### config.mk
export PLATFORM = sky130hd
export DESIGN_NAME = pwm_deadband_autoshutdown
export DESIGN_NICKNAME = d
export VERILOG_FILES = /design/src/pwm_db_pkg.sv /design/src/pwm_deadband_autoshutdown.sv
export SDC_FILE = /design/constraint.sdc
export NUM_CORES = 1
export LEC_CHECK = 0
export ABC_AREA = 1
export BUFFER_PORTS_ARGS = -buffer_cell sky130_fd_sc_hd__buf_2
export CORE_MARGIN = 3
export CORE_UTILIZATION = 48
export DETAILED_ROUTE_END_ITERATION = 8
export PLACE_DENSITY_LB_ADDON = 0.3
export SETUP_SLACK_MARGIN = 0.05
export SLEW_MARGIN = 20
export SYNTH_ARGS = -nofsm -noshare
export SYNTH_HDL_FRONTEND = slang
export SYNTH_SLANG_ARGS = --single-unit
### constraint.sdc
create_clock -name clk_i -period 1.8 [get_ports clk_i]
set_clock_uncertainty 0.05 [all_clocks]
set_input_delay 0.09 -clock clk_i [delete_from_list [all_inputs] [get_ports clk_i]]
set_output_delay 0.09 -clock clk_i [all_outputs]
set_load 0.02 [all_outputs]
### src/pwm_db_pkg.sv
// constants and register layout for the pwm dead-band and auto-shutdown block
package pwm_db_pkg;

    // ------------------------------------------------------------------
    // register byte offsets
    // ------------------------------------------------------------------
    localparam int          ADDR_W         = 8;
    localparam logic [7:0]  OFS_CFG        = 8'h00;  // pwm_deadband_restart_config
    localparam logic [7:0]  OFS_SDC        = 8'h04;  // pwm_shutdown_control
    localparam logic [7:0]  OFS_MCTL       = 8'h08;  // module_control_reg
    localparam logic [7:0]  OFS_PINDIR     = 8'h0c;  // pin drive enables
    localparam logic [7:0]  OFS_STAT       = 8'h10;  // live state, read only

    // ------------------------------------------------------------------
    // reset values and write masks
    // ------------------------------------------------------------------
    localparam logic [7:0]  RST_REG8       = 8'h00;
    localparam logic [3:0]  RST_PINDIR     = 4'h0;
    localparam logic [31:0] RST_RDATA      = 32'h0000_0000;
    localparam logic [7:0]  CFG_MASK_FULL  = 8'hff;
    localparam logic [7:0]  CFG_MASK_SMALL = 8'h80;
    localparam logic [7:0]  SDC_MASK_FULL  = 8'hff;
    localparam logic [7:0]  SDC_MASK_SMALL = 8'hfc;

    // ------------------------------------------------------------------
    // field positions
    // ------------------------------------------------------------------
    localparam int          CFG_RESTART    = 7;      // auto_restart_enable
    localparam int          DBC_W          = 7;      // dead_band_count in [6:0]
    localparam int          SDC_STATUS     = 7;      // shutdown_status
    localparam int          SDC_SEL_HI     = 6;      // shutdown_source_select [6:4]
    localparam int          SDC_SEL_LO     = 4;
    localparam int          SDC_AC_HI      = 3;      // pair_ac_shutdown_level [3:2]
    localparam int          SDC_AC_LO      = 2;
    localparam int          SDC_BD_HI      = 1;      // pair_bd_shutdown_level [1:0]
    localparam int          SDC_BD_LO      = 0;
    localparam int          MCTL_CFG_HI    = 7;      // output_config_select [7:6]
    localparam int          MCTL_CFG_LO    = 6;
    localparam int          MCTL_MODE_HI   = 3;      // module_mode_select [3:2]
    localparam int          MCTL_MODE_LO   = 2;
    localparam int          MCTL_POL_AC    = 1;      // output_polarity_select [1:0]
    localparam int          MCTL_POL_BD    = 0;
    localparam logic [1:0]  MODE_ENH_PWM   = 2'b11;  // module_mode_select[3:2]

    // ------------------------------------------------------------------
    // output configurations
    // ------------------------------------------------------------------
    typedef enum logic [1:0] {
        OCFG_SINGLE  = 2'b00,
        OCFG_HALF    = 2'b10,
        OCFG_FULL_FW = 2'b01,
        OCFG_FULL_RV = 2'b11
    } out_cfg_e;

endpackage

### src/pwm_deadband_autoshutdown.sv
// pwm output conditioning: dead-band, auto-shutdown, polarity, apb registers
//
// How it works
// half-bridge delays only inactive-to-active edges; falling edges pass at once
// seven-bit dead-band count delays each activation by that many clock cycles
// auto-shutdown works on the active pins in any enhanced pwm mode
// sources are comparator 1, comparator 2 and a low fault pin
// three-bit select picks the source combination, 000 disables
// shutdown forces each pin pair independently to its shutdown level
// pair A/C level: 1x tri-state, 01 high, 00 low
// pair B/D level: 1x tri-state, 01 high, 00 low
// hardware sets shutdown_status on an event; outputs held while set
// status set at period start keeps outputs shut down all period
// after status clears, outputs resume only at next period start
// with auto restart, status clears itself once the cause is gone
// without auto restart, status stays set until firmware clears it
// firmware writes to status are ignored while a cause is active
// comparator sources act as levels; status cannot clear while present
// firmware writing 1 to status forces shutdown
// two polarity bits set active-high or active-low per pin pair
// firmware picks polarity before enabling pin drivers
// firmware waits one full pwm period before enabling pin drivers
// firmware follows the documented setup order
// small package: dead-band count and B/D level bits read zero
// half-bridge: A carries pwm, B its complement; long delay keeps inactive
// reset returns all registers to zero; the fault synchroniser flt_s resets to ones instead
// each pair has its own dead-band down-counter, reloaded per activation
//
// Implementation choices: the APB register port and the register addresses.
`timescale 1ns/1ps

module pwm_deadband_autoshutdown
    import pwm_db_pkg::*;
#(
    parameter bit SMALL_PKG = 1'b0
) (
    // clock and reset
    input  wire logic              clk_i,
    input  wire logic              arst_n_i,
    // apb slave
    input  wire logic              psel_i,
    input  wire logic              penable_i,
    input  wire logic              pwrite_i,
    input  wire logic [ADDR_W-1:0] paddr_i,
    input  wire logic [31:0]       pwdata_i,
    output logic      [31:0]       prdata_o,
    output logic                   pready_o,
    output logic                   pslverr_o,
    // pwm core, same clock
    input  wire logic              pwm_raw_i,
    input  wire logic              period_start_i,
    // shutdown sources, asynchronous
    input  wire logic              cmp1_i,
    input  wire logic              cmp2_i,
    input  wire logic              fault_input_n_i,
    // bridge pins
    output logic                   out_a_o,
    output logic                   out_a_oe_o,
    output logic                   out_b_o,
    output logic                   out_b_oe_o,
    output logic                   out_c_o,
    output logic                   out_c_oe_o,
    output logic                   out_d_o,
    output logic                   out_d_oe_o
);

    // ------------------------------------------------------------------
    // state
    // ------------------------------------------------------------------
    typedef struct packed {
        logic [7:0]       cfg;
        logic [7:0]       sdc;
        logic [7:0]       mctl;
        logic [3:0]       pindir;
        logic [1:0]       cmp1_s;
        logic [1:0]       cmp2_s;
        logic [1:0]       flt_s;
        logic             pwm_d;
        logic [DBC_W-1:0] cnt_ac;
        logic [DBC_W-1:0] cnt_bd;
        logic             forced;
        logic [3:0]       pin;
        logic [3:0]       oe;
        logic             pready;
        logic             pslverr;
        logic [31:0]      prdata;
    } state_s;

    localparam state_s STATE_RST = '{
        cfg: RST_REG8, sdc: RST_REG8, mctl: RST_REG8, pindir: RST_PINDIR,
        cmp1_s: 2'h0, cmp2_s: 2'h0, flt_s: 2'h3, pwm_d: 1'b0,
        cnt_ac: '0, cnt_bd: '0, forced: 1'b0, pin: 4'h0, oe: 4'h0,
        pready: 1'b0, pslverr: 1'b0, prdata: RST_RDATA};

    localparam logic [7:0] CFG_MASK = SMALL_PKG ? CFG_MASK_SMALL : CFG_MASK_FULL;
    localparam logic [7:0] SDC_MASK = SMALL_PKG ? SDC_MASK_SMALL : SDC_MASK_FULL;

    state_s r;
    state_s n;

    // ------------------------------------------------------------------
    // helpers
    // ------------------------------------------------------------------
    function automatic logic sd_cause(input logic [2:0] sel, input logic c1,
                                      input logic c2, input logic flt_n);
        sd_cause = (sel[0] & c1) | (sel[1] & c2) | (sel[2] & ~flt_n);
    endfunction

    // returns {pin level, output enable}
    function automatic logic [1:0] drive(input logic en, input logic frc,
                                         input logic [1:0] lvl, input logic act,
                                         input logic pol_low);
        if (!en) begin
            drive = 2'b00;
        end else if (frc) begin
            drive = lvl[1] ? 2'b00 : {lvl[0], 1'b1};
        end else begin
            drive = {act ^ pol_low, 1'b1};
        end
    endfunction

    function automatic logic [DBC_W-1:0] db_step(input logic load,
                                                 input logic [DBC_W-1:0] dbc,
                                                 input logic [DBC_W-1:0] cnt);
        if (load) begin
            db_step = dbc;
        end else if (cnt != '0) begin
            db_step = cnt - 1'b1;
        end else begin
            db_step = cnt;
        end
    endfunction

    // ------------------------------------------------------------------
    // combinational view
    // ------------------------------------------------------------------
    logic             enh;
    logic             half;
    logic             cause;
    logic             setup;
    logic             wr;
    logic             wr_sd;
    logic             mapped;
    logic             act_a;
    logic             act_b;
    logic             act_c;
    logic             act_d;
    logic             rise_a;
    logic             rise_b;
    logic [DBC_W-1:0] dbc;
    out_cfg_e         ocfg;
    logic [7:0]       rd_val;

    assign enh   = r.mctl[MCTL_MODE_HI:MCTL_MODE_LO] == MODE_ENH_PWM;
    assign ocfg  = out_cfg_e'(r.mctl[MCTL_CFG_HI:MCTL_CFG_LO]);
    assign half  = enh && (ocfg == OCFG_HALF);
    assign dbc   = r.cfg[DBC_W-1:0];
    assign cause = enh && sd_cause(r.sdc[SDC_SEL_HI:SDC_SEL_LO], r.cmp1_s[1],
                                   r.cmp2_s[1], r.flt_s[1]);
    assign setup = psel_i && !penable_i;
    assign wr    = psel_i && penable_i && r.pready && pwrite_i && !r.pslverr;
    assign wr_sd = wr && (paddr_i == OFS_SDC);
    assign mapped = (paddr_i == OFS_CFG) || (paddr_i == OFS_SDC) || (paddr_i == OFS_MCTL)
                 || (paddr_i == OFS_PINDIR) || (paddr_i == OFS_STAT);

    always_comb begin
        act_a = 1'b0;
        act_b = 1'b0;
        act_c = 1'b0;
        act_d = 1'b0;
        case (ocfg)
            OCFG_SINGLE: begin
                act_a = pwm_raw_i;
            end
            OCFG_HALF: begin
                act_a = pwm_raw_i;
                act_b = !pwm_raw_i;
            end
            OCFG_FULL_FW: begin
                act_a = 1'b1;
                act_d = pwm_raw_i;
            end
            OCFG_FULL_RV: begin
                act_c = 1'b1;
                act_b = pwm_raw_i;
            end
            default: begin
                act_a = 1'b0;
            end
        endcase
    end

    assign rise_a = half && pwm_raw_i && !r.pwm_d;
    assign rise_b = half && !pwm_raw_i && r.pwm_d;

    always_comb begin
        case (paddr_i)
            OFS_CFG:    rd_val = r.cfg;
            OFS_SDC:    rd_val = r.sdc;
            OFS_MCTL:   rd_val = r.mctl;
            OFS_PINDIR: rd_val = {4'h0, r.pindir};
            OFS_STAT:   rd_val = {6'h00, r.forced, cause};
            default:    rd_val = RST_REG8;
        endcase
    end

    // ------------------------------------------------------------------
    // next state
    // ------------------------------------------------------------------
    logic [1:0] dr_a;
    logic [1:0] dr_b;
    logic [1:0] dr_c;
    logic [1:0] dr_d;
    logic       pa;
    logic       pb;

    always_comb begin
        n = r;
        // synchronisers
        n.cmp1_s = {r.cmp1_s[0], cmp1_i};
        n.cmp2_s = {r.cmp2_s[0], cmp2_i};
        n.flt_s  = {r.flt_s[0], fault_input_n_i};
        // apb access
        n.pready  = setup;
        n.pslverr = setup && !mapped;
        if (setup && !pwrite_i) begin
            n.prdata = {24'h000000, rd_val};
        end
        if (wr) begin
            case (paddr_i)
                OFS_CFG:    n.cfg = pwdata_i[7:0] & CFG_MASK;
                OFS_SDC:    n.sdc[SDC_SEL_HI:0] = pwdata_i[SDC_SEL_HI:0] & SDC_MASK[SDC_SEL_HI:0];
                OFS_MCTL:   n.mctl = pwdata_i[7:0];
                OFS_PINDIR: n.pindir = pwdata_i[3:0];
                default:    n.cfg = r.cfg;
            endcase
        end
        // shutdown status: a live cause beats any write
        if (cause) begin
            n.sdc[SDC_STATUS] = 1'b1;
        end else if (wr_sd) begin
            n.sdc[SDC_STATUS] = pwdata_i[SDC_STATUS];
        end else if (r.cfg[CFG_RESTART]) begin
            n.sdc[SDC_STATUS] = 1'b0;
        end
        // hold outputs until a period starts with status clear
        n.forced = period_start_i ? n.sdc[SDC_STATUS]
                                  : (r.forced | n.sdc[SDC_STATUS]);
        // dead-band counters, one per pair
        n.pwm_d  = pwm_raw_i;
        n.cnt_ac = db_step(rise_a, dbc, r.cnt_ac);
        n.cnt_bd = db_step(rise_b, dbc, r.cnt_bd);
        // pin drive; dead-band gates only the activation
        pa   = act_a && (!half || n.cnt_ac == '0);
        pb   = act_b && (!half || n.cnt_bd == '0);
        dr_a = drive(enh && r.pindir[0], n.forced, r.sdc[SDC_AC_HI:SDC_AC_LO], pa,
                     r.mctl[MCTL_POL_AC]);
        dr_c = drive(enh && r.pindir[2], n.forced, r.sdc[SDC_AC_HI:SDC_AC_LO], act_c,
                     r.mctl[MCTL_POL_AC]);
        dr_b = drive(enh && r.pindir[1], n.forced, r.sdc[SDC_BD_HI:SDC_BD_LO], pb,
                     r.mctl[MCTL_POL_BD]);
        dr_d = drive(enh && r.pindir[3], n.forced, r.sdc[SDC_BD_HI:SDC_BD_LO], act_d,
                     r.mctl[MCTL_POL_BD]);
        n.pin = {dr_d[1], dr_c[1], dr_b[1], dr_a[1]};
        n.oe  = {dr_d[0], dr_c[0], dr_b[0], dr_a[0]};
    end

    // ------------------------------------------------------------------
    // registers
    // ------------------------------------------------------------------
    always_ff @(posedge clk_i or negedge arst_n_i) begin
        if (!arst_n_i) begin
            r <= STATE_RST;
        end else begin
            r <= n;
        end
    end

    assign prdata_o   = r.prdata;
    assign pready_o   = r.pready;
    assign pslverr_o  = r.pslverr;
    assign out_a_o    = r.pin[0];
    assign out_b_o    = r.pin[1];
    assign out_c_o    = r.pin[2];
    assign out_d_o    = r.pin[3];
    assign out_a_oe_o = r.oe[0];
    assign out_b_oe_o = r.oe[1];
    assign out_c_oe_o = r.oe[2];
    assign out_d_oe_o = r.oe[3];
endmodule // pwm_deadband_autoshutdown

* After elaboration in Yosys (flattened, before gate mapping) *
Cells that the tools add are included.
Widths: inputs -> output; s select.

word-level totals
  register bits = 68
  input bits = 50
  output and inout bits = 42
  word-level logic and storage cells = 105

cells by class
  add/subtract/negate cells = 2
  eq/ne operators = 8
  mux-type cells = 23
  bitwise gates (word level) = 11
  reduce and logical (&&, ||, !) cells = 44

operators by type and width
  kind                 count
  $pmux 8 s5           1
  $mux 7               4
  $logic_and 1x1->1    20
  $mux 2               10
  $eq 8x4->1 const B   2
  $logic_not 7->1      2
  $reduce_bool 7->1    2
  $sub 7x1->7 const B  2
  $eq 8x3->1 const B   1
  $eq 8x5->1 const B   1
  $logic_not 8->1      1
  $reduce_and 2->1     4
  $logic_not 1->1      7
  $eq 2x2->1 const B   3
  $logic_or 1x1->1     6
  $mux 1               6
  $pmux 1 s2           2
  $xor 1x1->1          4
  $and 1x1->1          3
  $or 1x1->1           3
  $eq 2x1->1 const B   1
  $logic_not 2->1      1
  $reduce_or 2->1      1
  $not 1->1            1

* Longest topological paths before layout *
Gate-level depths: netlist of run 1.

  depth in word-level cells = 11
  gate-level depth with buffers = 17
  depth with buffers taken out = 17

* Least setup slack after synthesis of run 1 *
No wires, ideal clock.

  path kind = register -> register
  start = register r[50] in the netlist's numbering
  end = register r (netlist bit out_a_o)
  library setup time = 0.113 ns
  arrival time = 1.647 ns
  data required time = 1.637 ns
  path slack = -0.010 ns
  cell stages (with the launch flop) = 18
  path buffers = 0
  clock period less this slack = 1.810 ns
  cell sequence = dfrtp_1 > inv_1 > ha_1 > inv_1 > nor2_1 > nand3_1 > nand2_4 > nor2_1 > nor2_2 > nand2_1 > nor2_1 > nand3_1 > nand2_1 > nand2_1 > nand2_1 > nand3_1 > nand2_1 > inv_1

between the ends
  cells in the longest elaborated chain, start to end = 9
  elaborated cells on any way between the ends = 10
  classes of those cells = 1 x add/sub; 4 x mux; 1 x bitwise; 4 x reduce/logical

RTL lines
  item                                              RTL line                                                            source
  start: declaration                                pwm_deadband_autoshutdown.sv:98                                     state_s r;
  start signal: assignment                          pwm_deadband_autoshutdown.sv:275                                    r <= n;
  $sub 7x1->7 or $reduce_bool 7->1 (tied branches)  pwm_deadband_autoshutdown.sv:128, pwm_deadband_autoshutdown.sv:127
  $mux 7 *                                          pwm_deadband_autoshutdown.sv:127                                    end else if (cnt != '0) begin
  $mux 7 *                                          pwm_deadband_autoshutdown.sv:125                                    if (load) begin
  $logic_not 7->1 *                                 pwm_deadband_autoshutdown.sv:254                                    pa = act_a && (!half || n.cnt_ac == '0);
  $logic_or 1x1->1 *                                pwm_deadband_autoshutdown.sv:254
  $logic_and 1x1->1 *                               pwm_deadband_autoshutdown.sv:254
  $xor 1x1->1 *                                     pwm_deadband_autoshutdown.sv:118                                    drive = {act ^ pol_low, 1'b1};
  $mux 2 *                                          pwm_deadband_autoshutdown.sv:115                                    end else if (frc) begin
  $mux 2 *                                          pwm_deadband_autoshutdown.sv:113                                    if (!en) begin
  named net dr_a[1]                                 pwm_deadband_autoshutdown.sv:210                                    logic [1:0] dr_a;

Mark *: on every way through the listed nets, which the timed path passes. The rest lies on a longest branch.
A chain may end at the register's enable or synchronous reset.

* Worst setup path after layout of run 1 *
Same ends and word-level chain as after synthesis.

==> impl_results.md, run 1 <==
* Post-synth ARST share at 100%
* Routed Antenna Nets at 0
* I/O Buffers at 43
* Pwr per Cell Area at 680 nW/um2
* TritonCTS clock tree: done
* Root Buffer: clkbuf_8
* Period utilization at 107%
* Syn-to-layout area delta at 26.1%
* Synth warn at 0
* GR Util All Layers at 19.7%
* # diodes at 0
* Seq/Total Area, Yosys at 46.0%
* First-pass DRT Iterations at 5
* Post-DP Area at 4090 um2
* Req. time, crit path at 1.99 ns
* First-pass GRT wire length at 13.6 mm
* Initial Util at 50.2%
* Max Cap Viol at 0
* Layout cells sized above 1 at 29.5%
* Post-Syn Area per Cell at 8.05 um2
* Arr. time, crit path at 2.11 ns
* Residual DRC at 0
* Final instance area at 4670 um2
* Starting DRT DRC Count at 124
* RD Place Congestion at 0.882
* Hold WC Path Type: primary input to flop
* Die height at 93.8 um
* Number of global-route vias before repair at 3,042
* Final Slew Violations at 0
* Residual overflow from global routing at 0
* I/O pins at 92
* Max Freq at 521 MHz
* EDFF count, synth at 0
* Final-stage net count at 605
* Flops & latches, synth at 68
* Maximum VDD drop at 0.000597 V
* WS Path Type: flop to flop
* Outcome: complete, but fails checks
* Synth Instances at 460
* Int Power at 2.44 mW
* # setup viols final at 2
* Final Hold Violating Endpoints at 0
* Dominant synthesized flop cell: dfrtp_1
* Worst-path clk slew at 0.08 ns
* Htree depth at 3
* RSZ-0062 raised after global routing: yes
* Setup crit end kind: flop
* Setup crit start kind: flop
* Total wire length at 8.43 mm
* DR vias/cell at 4.77
* Critical-path maximum fanout at 4
* Clock share of power at 43.9%
* Sequential power share at 49.1%
* Sw power at 0.740 mW
* Core area at 7370 um2
* CTS Buffer Depth at 2
* Crit path time final at 1.92 ns
* Tot Pwr at 3.18 mW
* Standard-cell rows at 31
* Cell area after synthesis at 3700 um2
* Combinational power share at 7.1%
* Largest net degree at the start of global routing at 52
* Total negative slack at -0.204 ns
* Most common cell after layout, fill and taps aside: nand2_1
* Initial antenna violation count at 0
* Die area at 8800 um2
* Die width at 93.8 um
* Total CTS buffers at 9
* Sw Ratio at 23.3%
* Failing checks: setup timing
* Worst hold margin at 0.0227 ns
* Most frequent cells in the layout: nand2_1 (107), dfrtp_1 (66), inv_1 (55), buf_2 (43), nor2_1 (36)
* CTS Sinks at 68
* Final setup margin at -0.118 ns
* Drt wl/cell at 12.9 um
* Static Leak at 2.54 nW
* Via count at 3,124
* Clk_lat worst skew at 0.34 ns
* Netlist cell types at 41
* DPL Wire Length at 6.29 mm
[worst paths after layout]
check,from,cells after the start,slack [ns],to
worst max-delay path,r[50],17,-0.12,out_a_o
worst min-delay path,pwdata_i[0],3,0.02,r[76]
worst max register to register,r[50],17,-0.12,out_a_o
worst min register to register,n[63],0,0.30,r[63]
max in group asynchronous,arst_n_i,3,0.88,r[59]
min in group asynchronous,arst_n_i,2,0.15,out_a_oe_o
[registers in the layout, indices dropped and copies added (netlist names)]
name	count
out_d_oe_o	1
out_b_o	1
out_c_oe_o	1
ocfg	2
pready_o	1
out_c_o	1
dbc	7
pslverr_o	1
out_d_o	1
out_a_o	1
n	3
out_a_oe_o	1
r	38
prdata_o	8
out_b_oe_o	1
[worst max-delay path, stage by stage, from the launching register on]
cell     delay [ns]
dfrtp_1        0.39
inv_2          0.10
ha_4           0.13
inv_2          0.04
nor2_4         0.12
nand3_4        0.09
nand2_4        0.13
nor2_4         0.04
nor2_2         0.12
nand2_1        0.06
nor2_1         0.10
nand3_1        0.10
nand2_1        0.09
nand2_1        0.05
nand2_1        0.06
nand3_1        0.06
nand2_1        0.06
inv_1          0.03
[synth_stat cells, types with 2 or more instances]
cell / n / share of area (%)
nor2_8: 2 / 1.1
nand3_1: 23 / 3.1
buf_4: 32 / 6.5
inv_4: 2 / 0.34
nor3b_2: 2 / 0.68
a221oi_1: 3 / 0.71
nor2_4: 4 / 1.2
dfstp_2: 2 / 1.4
nor2_2: 8 / 1.4
clkbuf_1: 2 / 0.20
nand2_2: 5 / 0.84
a21oi_1: 11 / 1.5
inv_1: 62 / 6.3
nand3_4: 2 / 0.95
ha_1: 4 / 1.4
xor2_1: 3 / 0.71
o21ai_1: 11 / 1.5
dfrtp_1: 66 / 45
o21ai_0: 29 / 3.9
nand2_1: 113 / 11
inv_2: 7 / 0.71
nor2_1: 42 / 4.3
nand4_1: 6 / 1.0
nand2_4: 2 / 0.61
[metal layers]
metal | wire length, um | track usage [%] | share of wire, % | up-vias
met2 | 4400 | 34.8 | 52 | 71
met4 | 157 | 6.98 | 1.9 | 0
met5 | 0 | 0 | 0 | -
met1 | 3540 | 23.6 | 42 | 1464
li1 | - | - | - | 1575
met3 | 322 | 4.17 | 3.8 | 14
[cell type report]
class / count / area (um2)
fillers: 646 / 2700
multi-input cells: 307 / 1690
clock buffers: 10 / 138
repair buffers: 94 / 648
inverters: 71 / 272
well taps: 99 / 124
clock inverters: 6 / 87.6
flip-flops and latches: 68 / 1700
[power by group through the flow]
stage | registers [mW] | clock network [mW] | logic (mW)
global route | 1.56 | 1.49 | 0.250
finish | 1.56 | 1.39 | 0.224
CTS | 1.56 | 1.41 | 0.225
detailed placement | 1.59 | 0 | 0.200
global placement | 1.59 | 0 | 0.196
floorplan | 1.59 | 0 | 0.152
[logic make-up (layout without fill, tap and decap cells)]
group	count (synthesis)	after routing	share of synthesized area (%)
buf+inv	108	181	14.6
flops	68	68	46.0
compound gates	62	62	9.67
fa+ha+maj	4	4	1.35
xor+xnor	4	4	0.946
other cells	1	24	0.101
simple gates	213	213	27.3
[per-stage QoR]
| step | setup slack, ns | instances | util (%) |
|---|---|---|---|
| 2_1_floorplan | 0.0601 | 483 | - |
| 3_3_place_gp | -0.0951 | 616 | 55.5 |
| 3_5_place_dp | -0.143 | 616 | 55.5 |
| 4_1_cts | -0.0953 | 650 | 61.4 |
| 5_1_grt | -0.278 | 655 | 63.3 |
| 6_report | -0.118 | 655 | 63.3 |
[timing repair]
action	CTS	global route
hold endpoints to repair	35	0
pin swaps	9	18
hold buffers	15	0
gates resized for setup	12	26
endpoints found under the setup margin	3	7
cloned	0	0
buffers inserted	3	5
Note: power is estimated with default switching activity, not from simulation.
==> inputs of run 2 (changes only) <==
--- a/config.mk
+++ b/config.mk
@@ -10,6 +10,7 @@
 export CORE_MARGIN = 3
 export CORE_UTILIZATION = 48
 export DETAILED_ROUTE_END_ITERATION = 8
+export GPL_TIMING_DRIVEN = 0
 export PLACE_DENSITY_LB_ADDON = 0.3
 export SETUP_SLACK_MARGIN = 0.05
 export SLEW_MARGIN = 20
==> run 2 against run 1 <==
Critical path depth unchanged. Maximum frequency down 5.7%. Global-route usage down 0.27 points. Clock power up 5%. The run still ends with setup timing left. Non-clock buffer count up 17. Utilization up 1.0 points. Final area up 1.6%. First-iteration DRC count up 46%. Flip-flop and latch count unchanged. Count of clock-buffer cells in the layout up 1.
==> impl_results.md, run 2 (synthesis results as in run 1) <==
* Outcome: complete, but fails checks
* Failing checks: setup timing
* Period utilization at 113% (+6.5 points)
* WS Path Type: flop to flop
* FF-to-FF End: out_a_o
* Final instance area at 4740 um2 (+1.6%)
* Arr. time, crit path at 2.22 ns (+0.11 ns)
* First-pass DRT Iterations at 4 (-1)
* Setup crit start kind: flop
* DPL Wire Length at 6.28 mm (-0.22%)
* Max Freq at 491 MHz (-5.7%)
* FF-to-FF path depth at 17 (unchanged)
* Maximum VDD drop at 0.000600 V (+0.49%)
* Sw power at 0.715 mW (-3.5%)
* Total CTS buffers at 9 (unchanged)
* # setup viols final at 2 (unchanged)
* Req. time, crit path at 1.98 ns (about the same)
* Most common cell after layout, fill and taps aside: nand2_1
* Hold WC Path Type: primary input to flop
* First-pass GRT wire length at 13.3 mm (-2.6%)
* Max FFs per register at 38 (unchanged)
* Routed Antenna Nets at 0 (unchanged)
* Via count at 3,226 (+3.3%)
* M3 GR Usage at 2.40% (-1.8 points)
* Largest net degree at the start of global routing at 36 (-31%)
* Initial Util at 50.2% (unchanged)
* Final core occ at 64.3% (+1.0 points)
* CTS Buffer Depth at 2 (unchanged)
* RD Place Congestion at 0.881 (about the same)
* Htree depth at 3 (unchanged)
* Drt wl/cell at 12.8 um (-0.12%)
* Die height at 93.8 um (unchanged)
* Residual overflow from global routing at 0 (unchanged)
* Root Buffer: clkbuf_8
* Max stage delay on crit path at 0.40 ns (about the same)
* Min-delay src: pwdata_i[2]
* Clk_lat worst skew at 0.33 ns (about the same)
* GR Util met1 at 23.6% (-0.030 points)
* # diodes at 0 (unchanged)
* Die area at 8800 um2 (unchanged)
* Top reg by flops: r
* Final Slew Violations at 0 (unchanged)
* Initial antenna violation count at 0 (unchanged)
* DR vias/cell at 4.80 (+0.65%)
* CTS Sinks at 68 (unchanged)
* Static Leak at 2.63 nW (+3.5%)
* Final Hold Violating Endpoints at 0 (unchanged)
* Total wire length at 8.63 mm (+2.5%)
* Final-stage net count at 622 (+2.8%)
* Crit path time final at 2.03 ns (+0.117 ns)
* Hold Path Depth at 3 (unchanged)
* Setup crit end kind: flop
* Sw Ratio at 21.7% (-1.6 points)
* Syn-to-layout area delta at 28.1%
* Critical-path maximum fanout at 4 (unchanged)
* Int Power at 2.58 mW (+5.9%)
* Max Cap Viol at 0 (unchanged)
* RSZ-0062 raised after global routing: yes
* Clock share of power at 44.3% (+0.4 points)
* TritonCTS clock tree: done
* Starting DRT DRC Count at 181 (+46%)
* GR Util All Layers at 19.4% (-0.27 points)
* Combinational power share at 8.4% (+1.3 points)
* Cell mode on critical path: nand2_1
* Most frequent cells in the layout: nand2_1 (111), dfrtp_1 (66), inv_1 (55), buf_4 (48), buf_2 (44)
* I/O pins at 92 (unchanged)
* CP Cell Sequence: inv_2, ha_4, inv_2, nor2_4, nand3_4, nand2_4, nor2_2, nor2_2, nand2_1, nor2_1, nand3_1, nand2_1, nand2_1, nand2_1, nand3_1, nand2_1, inv_1
* Met2 global-route usage at 34.9% (+0.059 points)
* Die width at 93.8 um (unchanged)
* Layout cells sized above 1 at 29.5% (about the same)
* Final setup margin at -0.235 ns (-0.117 ns)
* Number of global-route vias before repair at 2,861 (-6.0%)
* Pwr per Cell Area at 695 nW/um2 (+2.1%)
* Sequential power share at 47.3% (-1.8 points)
* Hold Path Sink: r[78]
* Worst r2r src: r[50]
* Worst-path clk slew at 0.08 ns (about the same)
* Core area at 7370 um2 (unchanged)
* Global-route layer with the greatest usage: met2
* Post-DP Area at 4160 um2 (+1.7%)
* Standard-cell rows at 31 (unchanged)
* Slowest cell on crit path: dfrtp_1
* Worst reg2reg setup slack at -0.23 ns (-0.12 ns)
* Residual DRC at 0 (unchanged)
* I/O Buffers at 43 (unchanged)
## run 2: metrics by stage
step | setup TNS, ns | hold WS [ns] | std cells | setup WS [ns] | power (mW)
6_report | -0.341 | 0.0282 | 672 | -0.235 | 3.29
5_1_grt | -0.710 | 0.0455 | 672 | -0.374 | 3.38
4_1_cts | -0.333 | 0.0188 | 662 | -0.208 | 3.30
3_5_place_dp | -0.491 | 0.0143 | 626 | -0.302 | 1.83
2_1_floorplan | 0 | -0.256 | 483 | 0.0601 | 1.74
3_3_place_gp | -0.342 | 0.147 | 625 | -0.218 | 1.82
## run 2: cell type report
type                            instances  area (um2)
Timing Repair Buffer                   75         513
Inverter                               71         272
Tap cell                               99         124
Buffer                                 36         265
Sequential cell                        68        1700
Clock buffer                           11         131
Fill cell                             625        2630
Multi-Input combinational cell        307        1630
Clock inverter                          5         100
## run 2: layer usage
metal / up-vias / part of all wire (%)
met5: - / 0
met4: 0 / 1.7
met3: 16 / 3.3
met2: 77 / 54
met1: 1533 / 41
li1: 1600 / -
## run 2: worst max path at each step
stage / start / endpoint / slack [ns] / depth (start not counted)
finish: r[50] / out_a_o / -0.23 / 17
floorplan: r[50] / out_a_o / 0.06 / 17
global placement: r[50] / out_a_o / -0.22 / 17
global route: r[50] / out_a_o / -0.37 / 17
detailed placement: r[50] / out_a_o / -0.30 / 17
CTS: r[50] / out_a_o / -0.21 / 17
## run 2: what timing repair did
action,in CTS,in global routing
endpoints found under the setup margin,3,20
hold buffers,14,0
gates cloned,0,0
resized for setup,7,20
hold endpoints to repair,47,0
pin swaps,10,18
setup buffers,6,11
## run 2: power by group through the flow
stage               registers, mW  logic (mW)  clock network [mW]
finish                       1.56       0.276                1.46
global route                 1.56       0.302                1.52
CTS                          1.56       0.267                1.48
detailed placement           1.59       0.243                   0
global placement             1.59       0.233                   0
floorplan                    1.59       0.152                   0
## run 2: critical path, delay by kind of cell (launching register included)
| family | cells | cell delay (ns) |
|---|---|---|
| simple gates | 13 | 1.18 |
| flops | 1 | 0.40 |
| buf+inv | 3 | 0.17 |
| fa+ha+maj | 1 | 0.13 |
